## src/rtl/hgl_pkg.sv

```systemverilog
/*
 * Shared constants and types for the host glue that decodes host addresses
 * and services interrupts of two cascaded display managers.
 * Assumes a 16-bit host bus with byte address bits 6:1 carrying the codes.
 */
package hgl_pkg;
    // Port select codes, host address bits 2:1
    localparam logic [1:0] PORT_INSTR = 2'h0;
    localparam logic [1:0] PORT_BLOCK = 2'h1;
    localparam logic [1:0] PORT_POINTER = 2'h2;
    localparam logic [1:0] PORT_DATA = 2'h3;
    // Chip select codes, host address bits 4:3
    localparam logic [1:0] SEL_BOTH = 2'h0;
    localparam logic [1:0] SEL_FIRST = 2'h1;
    localparam logic [1:0] SEL_SECOND = 2'h2;
    localparam logic [1:0] SEL_RSVD = 2'h3;
    // Data path codes, host address bits 6:5
    localparam logic [1:0] PATH_BCAST = 2'h0;
    localparam logic [1:0] PATH_PLANE = 2'h1;
    localparam logic [1:0] PATH_PIXEL = 2'h2;
    localparam logic [1:0] PATH_RSVD = 2'h3;
    // Field positions in the host address
    localparam int PORT_LSB = 1;
    localparam int SEL_LSB = 3;
    localparam int PATH_LSB = 5;
    // Interrupt priority level driven for this source, arbitrary default
    localparam logic [2:0] IRQ_LEVEL = 3'h4;
    // Interrupt acknowledge function code space
    localparam logic [2:0] FC_CPU_SPACE = 3'h7;
    // Width of the host read data and manager status word
    localparam int ACK_W = 16;
    // Number of managers
    localparam int NUM_DEV = 2;

    // Bus cycle states
    typedef enum logic [1:0]
    {
        HGL_IDLE = 2'b00,
        HGL_ACCESS = 2'b01,
        HGL_DONE = 2'b11
    } hgl_state_t;

    // Data buffer enables
    typedef struct packed
    {
        logic bcast;
        logic plane;
        logic pixel;
    } hgl_buf_t;
endpackage

```

## src/rtl/hgl_dec_if.sv

```systemverilog
/*
 * Carrier for the decoded address fields between the glue's own modules.
 * Assumes the decoder is purely combinational.
 */
`timescale 1ns/1ps
interface hgl_dec_if;
    logic [1:0] portSel;
    logic [1:0] chipSel;
    logic [1:0] pathSel;
    logic [hgl_pkg::NUM_DEV-1:0] devSelect;
    hgl_pkg::hgl_buf_t bufEnable;
    logic legal;
    modport dec (input portSel, input chipSel, input pathSel,
        output devSelect, output bufEnable, output legal);
    modport use_side (output portSel, output chipSel, output pathSel,
        input devSelect, input bufEnable, input legal);
endinterface

```

## src/rtl/hgl_sync.sv

```systemverilog
/*
 * Two flip-flop level synchroniser for one device-clock signal.
 * Assumes the input may change at any time relative to ref_clk.
 */
`timescale 1ns/1ps
module hgl_sync
(
    // Clock and reset
    input wire logic ref_clk,
    input wire logic rstSync_n,
    // Level in and out
    input wire logic asyncIn,
    output logic syncOut
);
    import hgl_pkg::*;
    logic stage1;
    logic next_stage1;
    logic next_syncOut;

    // Next values of the two stages
    always_comb
    begin
        next_stage1 = asyncIn;
        next_syncOut = stage1;
    end

    // Register stages
    always_ff @(posedge ref_clk or negedge rstSync_n)
    begin
        if (!rstSync_n)
        begin
            stage1 <= 1'b0;
            syncOut <= 1'b0;
        end
        else
        begin
            stage1 <= next_stage1;
            syncOut <= next_syncOut;
        end
    end
endmodule

```

## src/rtl/hgl_decode.sv

```systemverilog
/*
 * Combinational decode of chip select and data path fields.
 * Assumes the caller qualifies the results with a live bus cycle.
 */
`timescale 1ns/1ps
module hgl_decode
(
    // Decoded fields
    hgl_dec_if.dec decBus
);
    import hgl_pkg::*;

    // Chip select and buffer decode
    always_comb
    begin
        decBus.devSelect = '0;
        decBus.bufEnable = '0;
        case (decBus.chipSel)
            SEL_BOTH: decBus.devSelect = 2'b11;
            SEL_FIRST: decBus.devSelect = 2'b01;
            SEL_SECOND: decBus.devSelect = 2'b10;
            default: decBus.devSelect = 2'b00;
        endcase
        case (decBus.pathSel)
            PATH_BCAST: decBus.bufEnable.bcast = 1'b1;
            PATH_PLANE: decBus.bufEnable.plane = 1'b1;
            PATH_PIXEL: decBus.bufEnable.pixel = 1'b1;
            default: decBus.bufEnable = '0;
        endcase
        decBus.legal = (decBus.chipSel != SEL_RSVD) && (decBus.pathSel != PATH_RSVD);
        if (!decBus.legal)
        begin
            decBus.devSelect = '0;
            decBus.bufEnable = '0;
        end
    end
endmodule

```

## src/rtl/hgl_glue.sv

```systemverilog
/*
 * Host glue for two cascaded display managers: address decode to ports,
 * chip selects and data buffers, plus interrupt priority and autovector.
 * Assumes host cycles are synchronous to ref_clk; manager clocks are not.
 */
`timescale 1ns/1ps
module hgl_glue
(
    // Clock and reset
    input wire logic ref_clk,
    input wire logic reset_n,
    // Host bus cycle
    input wire logic hostStrobe,
    input wire logic hostWrite,
    input wire logic [6:0] hostAddr,
    input wire logic [2:0] hostFc,
    input wire logic [2:0] hostAckLevel,
    output logic hostAck,
    output logic hostAvec,
    output logic [2:0] hostIpl,
    output logic [hgl_pkg::ACK_W-1:0] hostRdData,
    // Host view of the request lines
    output logic instrFifoReady,
    output logic blockFifoReady,
    // Manager pins
    output logic [hgl_pkg::NUM_DEV-1:0] devCs_n,
    output logic [1:0] devPort,
    output logic devRd_n,
    output logic devWr_n,
    input wire logic [hgl_pkg::ACK_W-1:0] devStatus,
    // Data buffer enables
    output hgl_pkg::hgl_buf_t bufEnable,
    // Raw device requests
    input wire logic devIrq,
    input wire logic instruction_fifo_request,
    input wire logic block_fifo_request
);
    import hgl_pkg::*;

    logic rstMeta_n;
    logic rstSync_n;
    logic irqSync;
    hgl_state_t state;
    hgl_state_t next_state;
    logic next_hostAck;
    logic next_hostAvec;
    logic [2:0] next_hostIpl;
    logic [ACK_W-1:0] next_hostRdData;
    logic [NUM_DEV-1:0] next_devCs_n;
    logic [1:0] next_devPort;
    logic next_devRd_n;
    logic next_devWr_n;
    hgl_buf_t next_bufEnable;
    logic iackCycle;
    logic iackOurs;
    logic readOne;
    hgl_dec_if decBus();

    // Reset release through two flip-flops
    always_ff @(posedge ref_clk or negedge reset_n)
    begin
        if (!reset_n)
        begin
            rstMeta_n <= 1'b0;
            rstSync_n <= 1'b0;
        end
        else
        begin
            rstMeta_n <= 1'b1;
            rstSync_n <= rstMeta_n;
        end
    end

    // Request synchronisers
    hgl_sync syncIrq
    (
        .ref_clk(ref_clk),
        .rstSync_n(rstSync_n),
        .asyncIn(devIrq),
        .syncOut(irqSync)
    );
    hgl_sync syncInstr
    (
        .ref_clk(ref_clk),
        .rstSync_n(rstSync_n),
        .asyncIn(instruction_fifo_request),
        .syncOut(instrFifoReady)
    );
    hgl_sync syncBlock
    (
        .ref_clk(ref_clk),
        .rstSync_n(rstSync_n),
        .asyncIn(block_fifo_request),
        .syncOut(blockFifoReady)
    );

    // Field extraction for the decoder
    assign decBus.portSel = hostAddr[PORT_LSB+1:PORT_LSB];
    assign decBus.chipSel = hostAddr[SEL_LSB+1:SEL_LSB];
    assign decBus.pathSel = hostAddr[PATH_LSB+1:PATH_LSB];

    hgl_decode decoder
    (
        .decBus(decBus)
    );

    // Cycle classification
    assign iackCycle = hostStrobe && (hostFc == FC_CPU_SPACE);
    assign iackOurs = iackCycle && (hostAckLevel == IRQ_LEVEL);
    assign readOne = decBus.devSelect == 2'b01 || decBus.devSelect == 2'b10;

    // Next bus cycle state and pins
    always_comb
    begin
        next_state = state;
        next_hostAck = 1'b0;
        next_hostAvec = 1'b0;
        next_hostRdData = hostRdData;
        next_devCs_n = '1;
        next_devPort = devPort;
        next_devRd_n = 1'b1;
        next_devWr_n = 1'b1;
        next_bufEnable = '0;
        next_hostIpl = irqSync ? IRQ_LEVEL : 3'h0;
        case (state)
            HGL_IDLE:
            begin
                if (iackOurs)
                begin
                    next_hostAvec = 1'b1;
                    next_state = HGL_DONE;
                end
                else if (iackCycle)
                begin
                    next_state = HGL_DONE;
                end
                else if (hostStrobe && !decBus.legal)
                begin
                    next_hostAck = 1'b1;
                    next_hostRdData = '0;
                    next_state = HGL_DONE;
                end
                else if (hostStrobe && (hostWrite || readOne))
                begin
                    // Reads need one manager so only one drives the bus
                    next_devCs_n = ~decBus.devSelect;
                    next_devPort = decBus.portSel;
                    next_devRd_n = hostWrite;
                    next_devWr_n = !hostWrite;
                    next_bufEnable = decBus.bufEnable;
                    next_state = HGL_ACCESS;
                end
                else if (hostStrobe)
                begin
                    next_hostAck = 1'b1;
                    next_hostRdData = '0;
                    next_state = HGL_DONE;
                end
            end
            HGL_ACCESS:
            begin
                next_devCs_n = devCs_n;
                next_devRd_n = devRd_n;
                next_devWr_n = devWr_n;
                next_bufEnable = bufEnable;
                next_hostAck = 1'b1;
                if (!devRd_n)
                begin
                    next_hostRdData = devStatus;
                end
                next_state = HGL_DONE;
            end
            HGL_DONE:
            begin
                if (!hostStrobe)
                begin
                    next_state = HGL_IDLE;
                end
            end
            default: next_state = HGL_IDLE;
        endcase
    end

    // Register bus cycle state and pins
    always_ff @(posedge ref_clk or negedge rstSync_n)
    begin
        if (!rstSync_n)
        begin
            state <= HGL_IDLE;
            hostAck <= 1'b0;
            hostAvec <= 1'b0;
            hostIpl <= 3'h0;
            hostRdData <= '0;
            devCs_n <= '1;
            devPort <= PORT_INSTR;
            devRd_n <= 1'b1;
            devWr_n <= 1'b1;
            bufEnable <= '0;
        end
        else
        begin
            state <= next_state;
            hostAck <= next_hostAck;
            hostAvec <= next_hostAvec;
            hostIpl <= next_hostIpl;
            hostRdData <= next_hostRdData;
            devCs_n <= next_devCs_n;
            devPort <= next_devPort;
            devRd_n <= next_devRd_n;
            devWr_n <= next_devWr_n;
            bufEnable <= next_bufEnable;
        end
    end

    // Level follows the synchronised request one cycle later
    AST_IPL_FOLLOWS: assert property (@(posedge ref_clk) disable iff (!rstSync_n)
        1'b1 |=> hostIpl == ($past(irqSync) ? IRQ_LEVEL : 3'h0))
        else $error("priority level does not follow interrupt request");

    // Autovector only answers our level
    AST_AVEC_CAUSE: assert property (@(posedge ref_clk) disable iff (!rstSync_n)
        $rose(hostAvec) |-> $past(iackOurs) && $past(state) == HGL_IDLE)
        else $error("autovector without matching acknowledge");

    // Acknowledge of our level gives autovector next cycle
    AST_AVEC_GIVEN: assert property (@(posedge ref_clk) disable iff (!rstSync_n)
        (state == HGL_IDLE && iackOurs) |=> hostAvec && !hostAck)
        else $error("missing autovector");

    // Never both managers on a read
    AST_ONE_READER: assert property (@(posedge ref_clk) disable iff (!rstSync_n)
        !devRd_n |-> $onehot(~devCs_n))
        else $error("read with several managers selected");

    // Broadcast write reaches both managers
    AST_BCAST_WRITE: assert property (@(posedge ref_clk) disable iff (!rstSync_n)
        (state == HGL_IDLE && hostStrobe && hostWrite && !iackCycle
        && hostAddr[4:3] == SEL_BOTH && hostAddr[6:5] != PATH_RSVD)
        |=> devCs_n == 2'b00 && !devWr_n)
        else $error("broadcast write did not select both managers");

    // Reserved codes never touch the pins
    AST_RSVD_QUIET: assert property (@(posedge ref_clk) disable iff (!rstSync_n)
        (state == HGL_IDLE && hostStrobe && !iackCycle && !decBus.legal)
        |=> devCs_n == 2'b11 && bufEnable == '0 ##1 devCs_n == 2'b11)
        else $error("reserved code drove a select or buffer");

    // Port code carried to the managers
    AST_PORT_PASS: assert property (@(posedge ref_clk) disable iff (!rstSync_n)
        $fell(devWr_n) |-> devPort == $past(hostAddr[2:1]))
        else $error("port code not passed through");

    // Path and select decode
    AST_PATH_SEL: assert property (@(posedge ref_clk) disable iff (!rstSync_n)
        bufEnable != '0 |-> $onehot(bufEnable) && devCs_n != 2'b11)
        else $error("bad buffer enable pattern");

    // Status read answered within two cycles
    AST_STATUS_READ: assert property (@(posedge ref_clk) disable iff (!rstSync_n)
        $fell(devRd_n) |=> hostAck && hostRdData == $past(devStatus))
        else $error("status read not returned");

    // Cycle done answer lasts one cycle only
    AST_ACK_PULSE: assert property (@(posedge ref_clk) disable iff (!rstSync_n)
        hostAck |=> !hostAck)
        else $error("cycle done answer longer than one cycle");

    // Autovector answer lasts one cycle only
    AST_AVEC_PULSE: assert property (@(posedge ref_clk) disable iff (!rstSync_n)
        hostAvec |=> !hostAvec)
        else $error("autovector answer longer than one cycle");

    // Between cycles no select, strobe or buffer is active
    AST_IDLE_QUIET: assert property (@(posedge ref_clk) disable iff (!rstSync_n)
        state == HGL_IDLE |-> devCs_n == 2'b11 && devRd_n && devWr_n && bufEnable == '0)
        else $error("manager pins active while idle");

    // Broadcast read refused without touching the managers
    AST_BCAST_READ: assert property (@(posedge ref_clk) disable iff (!rstSync_n)
        (state == HGL_IDLE && hostStrobe && !hostWrite && !iackCycle && hostAddr[4:3] == SEL_BOTH)
        |=> hostAck && devRd_n && devCs_n == 2'b11)
        else $error("broadcast read reached the managers");

    // Interrupt acknowledge cycles never select a manager
    AST_IACK_QUIET: assert property (@(posedge ref_clk) disable iff (!rstSync_n)
        (state == HGL_IDLE && iackCycle) |=> devCs_n == 2'b11 && !hostAck)
        else $error("acknowledge cycle selected a manager");
endmodule

```

## config.mk

```make
export PLATFORM = sky130hd
export DESIGN_NAME = hgl_glue
export DESIGN_NICKNAME = d
export VERILOG_FILES = /design/src/rtl/hgl_pkg.sv /design/src/rtl/hgl_dec_if.sv /design/src/rtl/hgl_sync.sv /design/src/rtl/hgl_decode.sv /design/src/rtl/hgl_glue.sv
export SDC_FILE = /design/constraint.sdc
export NUM_CORES = 1
export LEC_CHECK = 0
export BUFFER_PORTS_ARGS = -buffer_cell sky130_fd_sc_hd__buf_4
export CAP_MARGIN = 40
export CORE_MARGIN = 5
export CORE_UTILIZATION = 41
export CTS_CLUSTER_SIZE = 20
export DETAILED_ROUTE_END_ITERATION = 16
export PLACE_DENSITY = 0.74
export SYNTH_ARGS = -nofsm -noshare
export SYNTH_HDL_FRONTEND = slang
export SYNTH_SLANG_ARGS = --single-unit
```

## constraint.sdc

```tcl
create_clock -name ref_clk -period 1.2 [get_ports ref_clk]
set_clock_uncertainty 0.05 [all_clocks]
set_input_delay 0.06 -clock ref_clk [delete_from_list [all_inputs] [get_ports ref_clk]]
set_output_delay 0.06 -clock ref_clk [all_outputs]
set_load 0.01 [all_outputs]
```

==> impl_results.md, run 1 <==
* Number of instances in the synthesized netlist at 134
* Routed length on met2 at 2140 microns
* Critical register-to-register path startpoint: state[1]
* RSZ-0062 raised after global routing: true
* WL met1 at 1630 microns
* Simple-gate share of the synthesized area at 17.7%
* Post-Synthesis Mean Instance Area at 11.2 sq um
* Core Rows at 22
* Vias per Instance at 4.71
* Worst Hold Endpoint: hostAvec
* Root Buffer Master: sky130_fd_sc_hd__clkbuf_8
* Number of enable flip-flop cells after synthesis at 0
* Async SR Flop Fraction at 100%
* Overflow after GRT at 0
* Start point of the critical path: state[1]
* Required time of the worst setup path at 1.33 ns
* Fraction of final layout cells sized beyond drive strength 1 at 47.8%
* Wire length of the first global-routing pass at 7100 microns
* DR DRC count at 0
* Count of nets after finishing at 284
* IR drop worst, VDD at 1.50 mV
* Total Power Consumption at 5.30 mW
* Hold Crit Start: hostAckLevel[1]
* Share of synthesized area spent on multiplexers at 2.01%
* Design Area, Final at 2700 sq um
* Sequential-to-total area share from yosys stat at 63.9%
* Max Cap Violations at 0
* Total CTS buffers at 5
* Maximum number of pins on one net before global-route repair at 37
* Final Hold Fails at 0
* Vias in the first global route at 1519
* Clock net sink count at 38
* Areal power density over the cells at 1970 nW/um^2
* Clock Pin Slew Worst Setup and Hold Paths at 0.07 ns
* Max stage delay cell, worst path: sky130_fd_sc_hd__or4_4
* DR vias at 1400
* Worst setup timing slack at the placement stage at -0.231 ns
* Result of the run: finished with violations
* Final antenna-violating net count at 0
* Crit path launch type: flop
* Total routing resource utilization after global routing at 18.7%
* Highest net fanout along the worst path at 3
* Die extent in y at 70.4 microns
* Die area at 4950 sq um
* Routed len/inst at 14.2 microns
* First-pass iteration count of the detailed router at 4
* Final worst slack at -0.196 ns
* Number of port buffers at 64
* Period utilisation layout at 116%
* Topmost layer with routed signal wires: met4
* Maximum buffer depth of the clock tree at 2
* Number of storage elements in the synthesis netlist at 38
* Leakage power at 1.32 nW
* Die width at 70.4 microns
* Leading cell types in the layout, fill and taps excluded: 81 x sky130_fd_sc_hd__buf_4, 36 x sky130_fd_sc_hd__nand2_1, 34 x sky130_fd_sc_hd__dfrtp_1
* Number of endpoints failing setup at the final stage at 26
* Clock tree from TritonCTS: done
* Initial Utilization at 41.5%
* List of cells traversed by the critical path: or4_4 > mux2_4
* Biggest cell delay along the critical path at 0.54 ns
* RePlAce Congestion at 0.824
* Dominant combinational cell family by area after synthesis: simple AND/OR/NAND/NOR gates
* Worst hold-check slack at 0.00639 ns
* Type of the worst setup path: reg -> reg
* Number of antenna cells inserted at 0
* Synth Cell Area at 1500 sq um
* I/O pin cnt at 68
* Clk Latency, worst-skew pair at 0.29 ns
* Cell depth of the worst hold path at 3
* DR iter-0 viols at 57
* Reg2reg setup slack at -0.20 ns
* Post-layout min period at 1.40 ns
* Data arrival time at the worst-slack endpoint at 1.53 ns
* Number of library cell types mapped by synthesis at 29
* Placed cell areas at 2180 sq um
* Capture instance of the worst register-to-register path: devPort[1]
* Number of antenna violations at the first check in global routing at 0
* Worst hold path type: in -> reg
* Final wirelength at 4220 microns
* Final number of max-transition violations at 0
* Violated checks: negative setup slack
* Max Fclk at 716 MHz
* Top_reg_cell synth: sky130_fd_sc_hd__dfrtp_1
* Most frequent standard cell in the layout excluding fill and tap cells: sky130_fd_sc_hd__buf_4
* Detailed placer's ending HPWL at 2710 microns
* Synth Area in Compound Gates at 11.1%
* Yosys warnings at 0
* Number of cells traversed by the worst register-to-register path at 2
* WL met3 at 364 microns
* Area grow syn2layout at 80.4%
* Core Region at 3610 sq um
* CP endpoint kind: flop
* Deepest level of the CTS H-tree at 2
* Adder and majority gate portion of the synthesized area at 0%
* Share of the synthesized netlist area taken by xor and xnor gates at 0%
## routing by layer
layer,vias up,track usage [%]
met5,-,0
met4,0,8.94
met3,10,6.47
met2,59,32.1
met1,661,20.4
li1,670,-
## Yosys cell counts, types with 2 or more instances
cell / instances / area [sq um]
sky130_fd_sc_hd__nand2_1: 36 / 135
sky130_fd_sc_hd__dfrtp_1: 34 / 851
sky130_fd_sc_hd__o21ai_0: 16 / 80.1
sky130_fd_sc_hd__buf_2: 4 / 20.0
sky130_fd_sc_hd__dfstp_2: 4 / 105
sky130_fd_sc_hd__nor2_1: 4 / 15.0
sky130_fd_sc_hd__a32o_1: 3 / 30.0
sky130_fd_sc_hd__buf_4: 3 / 22.5
sky130_fd_sc_hd__inv_1: 3 / 11.3
sky130_fd_sc_hd__nand3_1: 3 / 15.0
sky130_fd_sc_hd__conb_1: 2 / 7.51
sky130_fd_sc_hd__mux2_4: 2 / 30.0
sky130_fd_sc_hd__nand2b_1: 2 / 12.5
sky130_fd_sc_hd__nor4_1: 2 / 12.5
sky130_fd_sc_hd__o22a_2: 2 / 20.0
## how the worst max path moves through the flow
stage	to	depth (start not counted)
6_report	devPort[1]	2
5_1_grt	devPort[1]	2
2_1_floorplan	devPort[0]	4
3_3_place_gp	devPort[1]	2
4_1_cts	devPort[1]	2
3_5_place_dp	hostRdData[10]	5
## what timing repair did
action                                  CTS  global route
pin swaps                                 2             1
gates cloned                              1             0
resized for setup                        14             2
buffers inserted                          5             0
hold endpoints to repair                 25             0
endpoints found under the setup margin   26            27
hold buffers                             24             0
## worst max-delay path: cells and delay by family, from the launching register on
kind / cells / cell delay (ns)
AND/OR/NAND/NOR: 1 / 0.54
multiplexers: 1 / 0.31
flip-flops: 1 / 0.38
## metrics by stage
step	setup TNS, ns	cells	utilization, %
after detailed placement	-4.63	259	60.5
after CTS	-3.07	297	74.6
after global routing	-4.00	297	74.8
after floorplan	-3.69	135	-
after global placement	-3.92	259	60.5
final	-2.91	297	74.8
## logic make-up after synthesis
kind of cell / after synthesis
AO/OA/AOI/OAI: 26
multiplexers: 2
AND/OR/NAND/NOR: 54
flip-flops: 38
buffers and inverters: 12
other: 2
## layout make-up
type | instances | area, sq um
clock buffer | 6 | 82.6
clock inverter | 2 | 60.1
fill | 245 | 908
inverter | 3 | 11.3
multi-input combinational | 85 | 524
sequential | 38 | 956
tap | 48 | 60.1
timing repair buffer | 115 | 1000
## power by group
group          switching (mW)  internal [mW]
Clock                   0.438          0.886
Sequential              0.232           1.69
Combinational           0.910           1.14
Total                    1.58           3.72
## registers in the layout, indices dropped and copies added (netlist names)
register                count
rstSync_n                   1
devRd_n                     1
devWr_n                     1
hostRdData                 16
rstMeta_n                   1
hostIpl                     1
devPort                     2
state                       2
syncBlock.next_syncOut      1
syncBlock.syncOut           1
syncInstr.next_syncOut      1
hostAvec                    1
devCs_n                     2
syncInstr.syncOut           1
syncIrq.syncOut             1
hostAck                     1
bufEnable                   3
syncIrq.next_syncOut        1
Note: power is estimated with default switching activity, not from simulation.
==> inputs of run 2 (changes only) <==
--- a/config.mk
+++ b/config.mk
@@ -8,10 +8,11 @@
 export BUFFER_PORTS_ARGS = -buffer_cell sky130_fd_sc_hd__buf_4
 export CAP_MARGIN = 40
 export CORE_MARGIN = 5
-export CORE_UTILIZATION = 41
+export CORE_UTILIZATION = 42
 export CTS_CLUSTER_SIZE = 20
 export DETAILED_ROUTE_END_ITERATION = 16
-export PLACE_DENSITY = 0.74
+export PLACE_DENSITY = 0.75
 export SYNTH_ARGS = -nofsm -noshare
 export SYNTH_HDL_FRONTEND = slang
+export SYNTH_HIERARCHICAL = 1
 export SYNTH_SLANG_ARGS = --single-unit
==> impl_results.md, run 2 <==
* Topmost layer with routed signal wires: met4
* Post-layout min period at 1.48 ns
* Number of library cell types mapped by synthesis at 33
* DR iter-0 viols at 43
* Die area at 4990 sq um
* Number of storage elements in the synthesis netlist at 38
* Maximum buffer depth of the clock tree at 2
* Footprint of the multi-input gates at 587 sq um
* Synth Cell Area at 1540 sq um
* Yosys warnings at 6
* Number of antenna cells inserted at 0
* RePlAce Congestion at 0.828
* Worst hold path type: in -> reg
* CP endpoint kind: flop
* Clock Pin Slew Worst Setup and Hold Paths at 0.07 ns
* Portion of total power attributed to sequential cells at 39.2%
* Critical register-to-register path startpoint: state[1]
* Cell depth of the worst hold path at 3
* Reg2reg setup slack at -0.28 ns
* Fraction of final layout cells sized beyond drive strength 1 at 46.7%
* Max Fclk at 677 MHz
* Core Region at 3610 sq um
* Die width at 70.6 microns
* Vias per Instance at 4.70
* Largest register by flop count: hostRdData
* Sequential cell area at 956 sq um
* Most frequent standard cell in the layout excluding fill and tap cells: sky130_fd_sc_hd__buf_4
* I/O pin cnt at 68
* Commonest cells in the synthesized netlist: 35 x sky130_fd_sc_hd__nand2_1, 34 x sky130_fd_sc_hd__dfrtp_1, 19 x sky130_fd_sc_hd__a21oi_1
* Max stage delay cell, worst path: sky130_fd_sc_hd__dfrtp_1
* Number of endpoints failing setup at the final stage at 23
* Final number of max-transition violations at 0
* Post-Synthesis Mean Instance Area at 10.8 sq um
* Number of instances in the synthesized netlist at 143
* Max Cap Violations at 0
* Number of cells traversed by the worst register-to-register path at 4
* Type of the worst setup path: reg -> reg
* Total CTS buffers at 5
* Power share of the combinational group at 38.2%
* Areal power density over the cells at 1730 nW/um^2
* Clock net sink count at 38
* Area grow syn2layout at 71.7%
* Placed cell areas at 2200 sq um
* Flip-flop count of the largest register, all copies and words added at 16
* Initial Utilization at 42.8%
* Maximum number of pins on one net before global-route repair at 17
* Dominant cells by area after synthesis: sky130_fd_sc_hd__dfrtp_1 55%, sky130_fd_sc_hd__nand2_1 8.5%, sky130_fd_sc_hd__dfstp_2 6.8%
* Overflow after GRT at 0
* Clk Latency, worst-skew pair at 0.28 ns
* Root Buffer Master: sky130_fd_sc_hd__clkbuf_8
* WL met3 at 283 microns
* Wire length of the first global-routing pass at 6810 microns
* Count of nets after finishing at 292
* Total routing resource utilization after global routing at 17.1%
* Async SR Flop Fraction at 100%
* DR vias at 1435
* Leading cell types in the layout, fill and taps excluded: 83 x sky130_fd_sc_hd__buf_4, 35 x sky130_fd_sc_hd__nand2_1, 34 x sky130_fd_sc_hd__dfrtp_1
* Top-area cell type share of the netlist area at 55.1%
* Final Hold Fails at 0
* Cell type with the largest total area after synthesis: sky130_fd_sc_hd__dfrtp_1
* Violated checks: negative setup slack
* Leakage power at 1.27 nW
* Clk network pwr share at 22.6%
* Final wirelength at 4160 microns
* DR DRC count at 0
* Final antenna-violating net count at 0
* Required time of the worst setup path at 1.32 ns
* Die extent in y at 70.6 microns
* Result of the run: finished with violations
* Start point of the critical path: state[1]
* Number of antenna violations at the first check in global routing at 0
* Sequential-to-total area share from yosys stat at 61.9%
* Routed len/inst at 13.6 microns
* First-pass iteration count of the detailed router at 4
* IR drop worst, VDD at 1.06 mV
* Core Rows at 22
* Final worst slack at -0.277 ns
* Biggest cell delay along the critical path at 0.39 ns
* Largest regs: hostRdData (16), bufEnable (3)
* Detailed placer's ending HPWL at 2750 microns
* RSZ-0062 raised after global routing: true
* Crit path launch type: flop
* Vias in the first global route at 1463
* Capture instance of the worst register-to-register path: devPort[1]
* Number of port buffers at 64
* End point of the critical path: devPort[1]
* Net Sw Frac at 29.9%
* Routed length on met2 at 2200 microns
* Top_reg_cell synth: sky130_fd_sc_hd__dfrtp_1
* Highest net fanout along the worst path at 3
* Most frequent cell after synthesis: sky130_fd_sc_hd__nand2_1
* List of cells traversed by the critical path: nand2b_4 > or3_4 > nor2_4 > mux2_4
* Switching power at 1.37 mW
* Summed negative setup slack over all endpoints at -4.40 ns
* WL met1 at 1600 microns
* Layout fillers at 247
* Internal power summed over all cells at 3.21 mW
* Number of enable flip-flop cells after synthesis at 0
* Total Power Consumption at 4.58 mW
* Clock tree from TritonCTS: done
* Design Area, Final at 2650 sq um
* Period utilisation layout at 123%
* Deepest level of the CTS H-tree at 2
* Data arrival time at the worst-slack endpoint at 1.60 ns
[run 2: what timing repair did]
item / in CTS / in global routing
hold endpoints to repair: 24 / 0
endpoints found under the setup margin: 24 / 24
pin swaps: 1 / 5
hold buffers: 25 / 0
cloned: 0 / 1
resized for setup: 6 / 9
buffers inserted: 2 / 2
[run 2: how the worst min path moves through the flow]
stage / start / to / slack, ns
4_1_cts: hostWrite / devRd_n / 0.01
3_3_place_gp: reset_n / rstMeta_n / -0.21
3_5_place_dp: reset_n / rstMeta_n / -0.21
6_report: hostWrite / devRd_n / 0.01
5_1_grt: hostWrite / devRd_n / 0.03
2_1_floorplan: reset_n / rstMeta_n / -0.29
[run 2: layout make-up]
cell class | instances | share of cell area [%]
well taps | 48 | 2.27
flip-flops and latches | 38 | 36.1
inverters | 1 | 0.142
multi-input cells | 97 | 22.1
clock buffers | 7 | 2.88
repair buffers | 113 | 35.4
clock inverters | 1 | 1.13
[run 2: critical path: cells and delay by family, from the launching register on]
family / cells / cell delay (ns)
and+or+nand+nor: 3 / 0.62
muxes: 1 / 0.30
DFF: 1 / 0.39
[run 2: per-stage QoR]
step | cells | setup slack [ns] | utilization [%] | hold slack (ns)
floorplan | 144 | -0.303 | - | -0.286
global placement | 267 | -0.235 | 61.1 | -0.206
detailed placement | 267 | -0.275 | 61.1 | -0.206
CTS | 302 | -0.270 | 72.0 | 0.00978
global route | 305 | -0.310 | 73.5 | 0.0289
finish | 305 | -0.277 | 73.5 | 0.0136
[run 2: routing by layer]
| metal | global-route usage [%] | vias to the layer above |
|---|---|---|
| li1 | - | 696 |
| met1 | 20.4 | 677 |
| met2 | 30.1 | 54 |
| met3 | 4.69 | 8 |
| met4 | 5.01 | 0 |
| met5 | 0 | - |
[run 2: power by group through the flow]
stage	Sequential [mW]	Combinational, mW	Clock (mW)
6_report	1.80	1.75	1.03
5_1_grt	1.84	1.91	1.11
4_1_cts	1.79	1.69	1.06
3_5_place_dp	1.81	1.52	0
3_3_place_gp	1.80	1.48	0
2_1_floorplan	1.96	0.618	0
[run 2: logic make-up after synthesis]
logic type / after synthesis / synth area share, %
xor+xnor: 1 / 0.567
simple gates: 61 / 19.6
mux: 3 / 2.11
flops: 38 / 61.9
buf+inv: 9 / 4.62
compound gates: 29 / 10.7
other cells: 2 / 0.486
==> inputs of run 3 (changes only) <==
--- a/config.mk
+++ b/config.mk
@@ -12,6 +12,7 @@
 export CTS_CLUSTER_SIZE = 20
 export DETAILED_ROUTE_END_ITERATION = 16
 export PLACE_DENSITY = 0.75
+export SETUP_SLACK_MARGIN = 0.05
 export SYNTH_ARGS = -nofsm -noshare
 export SYNTH_HDL_FRONTEND = slang
 export SYNTH_HIERARCHICAL = 1
==> impl_results.md, run 3 (synthesis results as in run 2) <==
* Final number of max-transition violations at 0
* Total routing resource utilization after global routing at 17.7%
* Area grow syn2layout at 72.9%
* Max Fclk at 682 MHz
* Design Area, Final at 2670 sq um
* Largest regs: hostRdData (16), bufEnable (3)
* Count of placed standard cells in the final layout, fillers left out at 305
* Die extent in y at 70.6 microns
* IR drop worst, VDD at 0.847 mV
* Routed len/inst at 14.0 microns
* Violated checks: negative setup slack
* Total Power Consumption at 4.52 mW
* WP buf/inv at 0
* Largest register by flop count: hostRdData
* Placed cell areas at 2200 sq um
* Clock Pin Slew Worst Setup and Hold Paths at 0.07 ns
* Required time of the worst setup path at 1.32 ns
* DR iter-0 viols at 70
* Leakage power at 1.26 nW
* Core Region at 3610 sq um
* Worst setup timing slack at the placement stage at -0.269 ns
* Number of port buffers at 64
* Vias per Instance at 4.69
* Clock tree from TritonCTS: done
* Post-layout min period at 1.47 ns
* Final Hold Fails at 0
* Data arrival time at the worst-slack endpoint at 1.59 ns
* Clk network pwr share at 19.8%
* RSZ-0062 raised after global routing: true
* Die area at 4990 sq um
* Switching power at 1.43 mW
* Type of the worst setup path: reg -> reg
* List of cells traversed by the critical path: nand2b_4 > or3_4 > nor2_4 > mux2_4
* Clk Latency, worst-skew pair at 0.28 ns
* Clock net sink count at 38
* Number of antenna cells inserted at 0
* DR DRC count at 0
* Overflow after GRT at 0
* Highest net fanout along the worst path at 3
* Deepest level of the CTS H-tree at 2
* Vias in the first global route at 1446
* Net Sw Frac at 31.7%
* Period utilisation layout at 122%
* Utilization after layout at 74.0%
* Worst hold-check slack at 0.0280 ns
* Number of antenna violations at the first check in global routing at 0
* Power share of the combinational group at 40.6%
* Fraction of final layout cells sized beyond drive strength 1 at 49.4%
* Most frequent standard cell in the layout excluding fill and tap cells: sky130_fd_sc_hd__buf_4
* Final worst slack at -0.267 ns
* DR vias at 1431
* Worst hold path type: in -> async
* Areal power density over the cells at 1690 nW/um^2
* Final antenna-violating net count at 0
* Summed negative setup slack over all endpoints at -3.98 ns
* Maximum number of pins on one net before global-route repair at 21
* Root Buffer Master: sky130_fd_sc_hd__clkbuf_8
* Detailed placer's ending HPWL at 2700 microns
* Result of the run: finished with violations
* Number of endpoints failing setup at the final stage at 24
* CP endpoint kind: flop
* Internal power summed over all cells at 3.08 mW
* Biggest cell delay along the critical path at 0.38 ns
* Dominant delay contributor by cell family on the critical path: simple AND/OR/NAND/NOR gates
* Wire length of the first global-routing pass at 6930 microns
* Max Cap Violations at 0
* Initial Utilization at 42.8%
* RePlAce Congestion at 0.811
* Count of nets after finishing at 292
* First-pass iteration count of the detailed router at 4
* Maximum buffer depth of the clock tree at 2
* Core Rows at 22
* Crit path launch type: flop
* Final wirelength at 4280 microns
* Portion of total power attributed to sequential cells at 39.6%
* Flip-flop count of the largest register, all copies and words added at 16
* Leading cell types in the layout, fill and taps excluded: 81 x sky130_fd_sc_hd__buf_4, 35 x sky130_fd_sc_hd__nand2_1, 33 x sky130_fd_sc_hd__dfrtp_1
* I/O pin cnt at 68
* Die width at 70.6 microns
* Total CTS buffers at 5
* Placed Cells at 268
* Max stage delay cell, worst path: sky130_fd_sc_hd__dfrtp_1
## run 3: power groups by stage
stage	clock, mW	sequential (mW)	combinational [mW]
final	0.892	1.79	1.83
after CTS	0.922	1.78	1.67
after global routing	0.971	1.84	1.99
after floorplan	0	1.96	0.619
after global placement	0	1.79	1.51
after detailed placement	0	1.80	1.54
## run 3: final timing paths
kind,startpoint,to,slack (ns),cells after the start
hold / removal,reset_n,rstSync_n,0.03,2
min in group ref_clk,hostStrobe,hostAvec,0.10,4
setup / recovery,state[1],devPort[1],-0.27,4
max in group asynchronous,rstSync_n,devWr_n,0.64,1
hold reg to reg,rstSync_n,devPort[0],0.17,1
setup reg to reg,state[1],devPort[1],-0.27,4
## run 3: repair_timing
| action | 4_1_cts | 5_1_grt |
|---|---|---|
| pin swaps | 5 | 5 |
| endpoints found under the setup margin | 26 | 29 |
| hold buffers | 26 | 0 |
| endpoints found under the hold margin | 25 | 0 |
| buffers inserted | 1 | 2 |
| resized for setup | 6 | 16 |
## run 3: cell type report
cell class	instances	area (sq um)
clock buffer	6	82.6
timing repair buffer	113	936
tap	48	60.1
inverter	1	7.51
sequential	38	957
multi-input combinational	97	614
fill	245	936
clock inverter	2	12.5
## run 3: layer usage
layer  vias up  track usage, %  routed length, microns
met2        60            31.1                    2260
li1        698               -                       -
met3         8            4.83                     301
met4         0            6.68                      77
met1       665            20.5                    1650
met5         -               0                       0
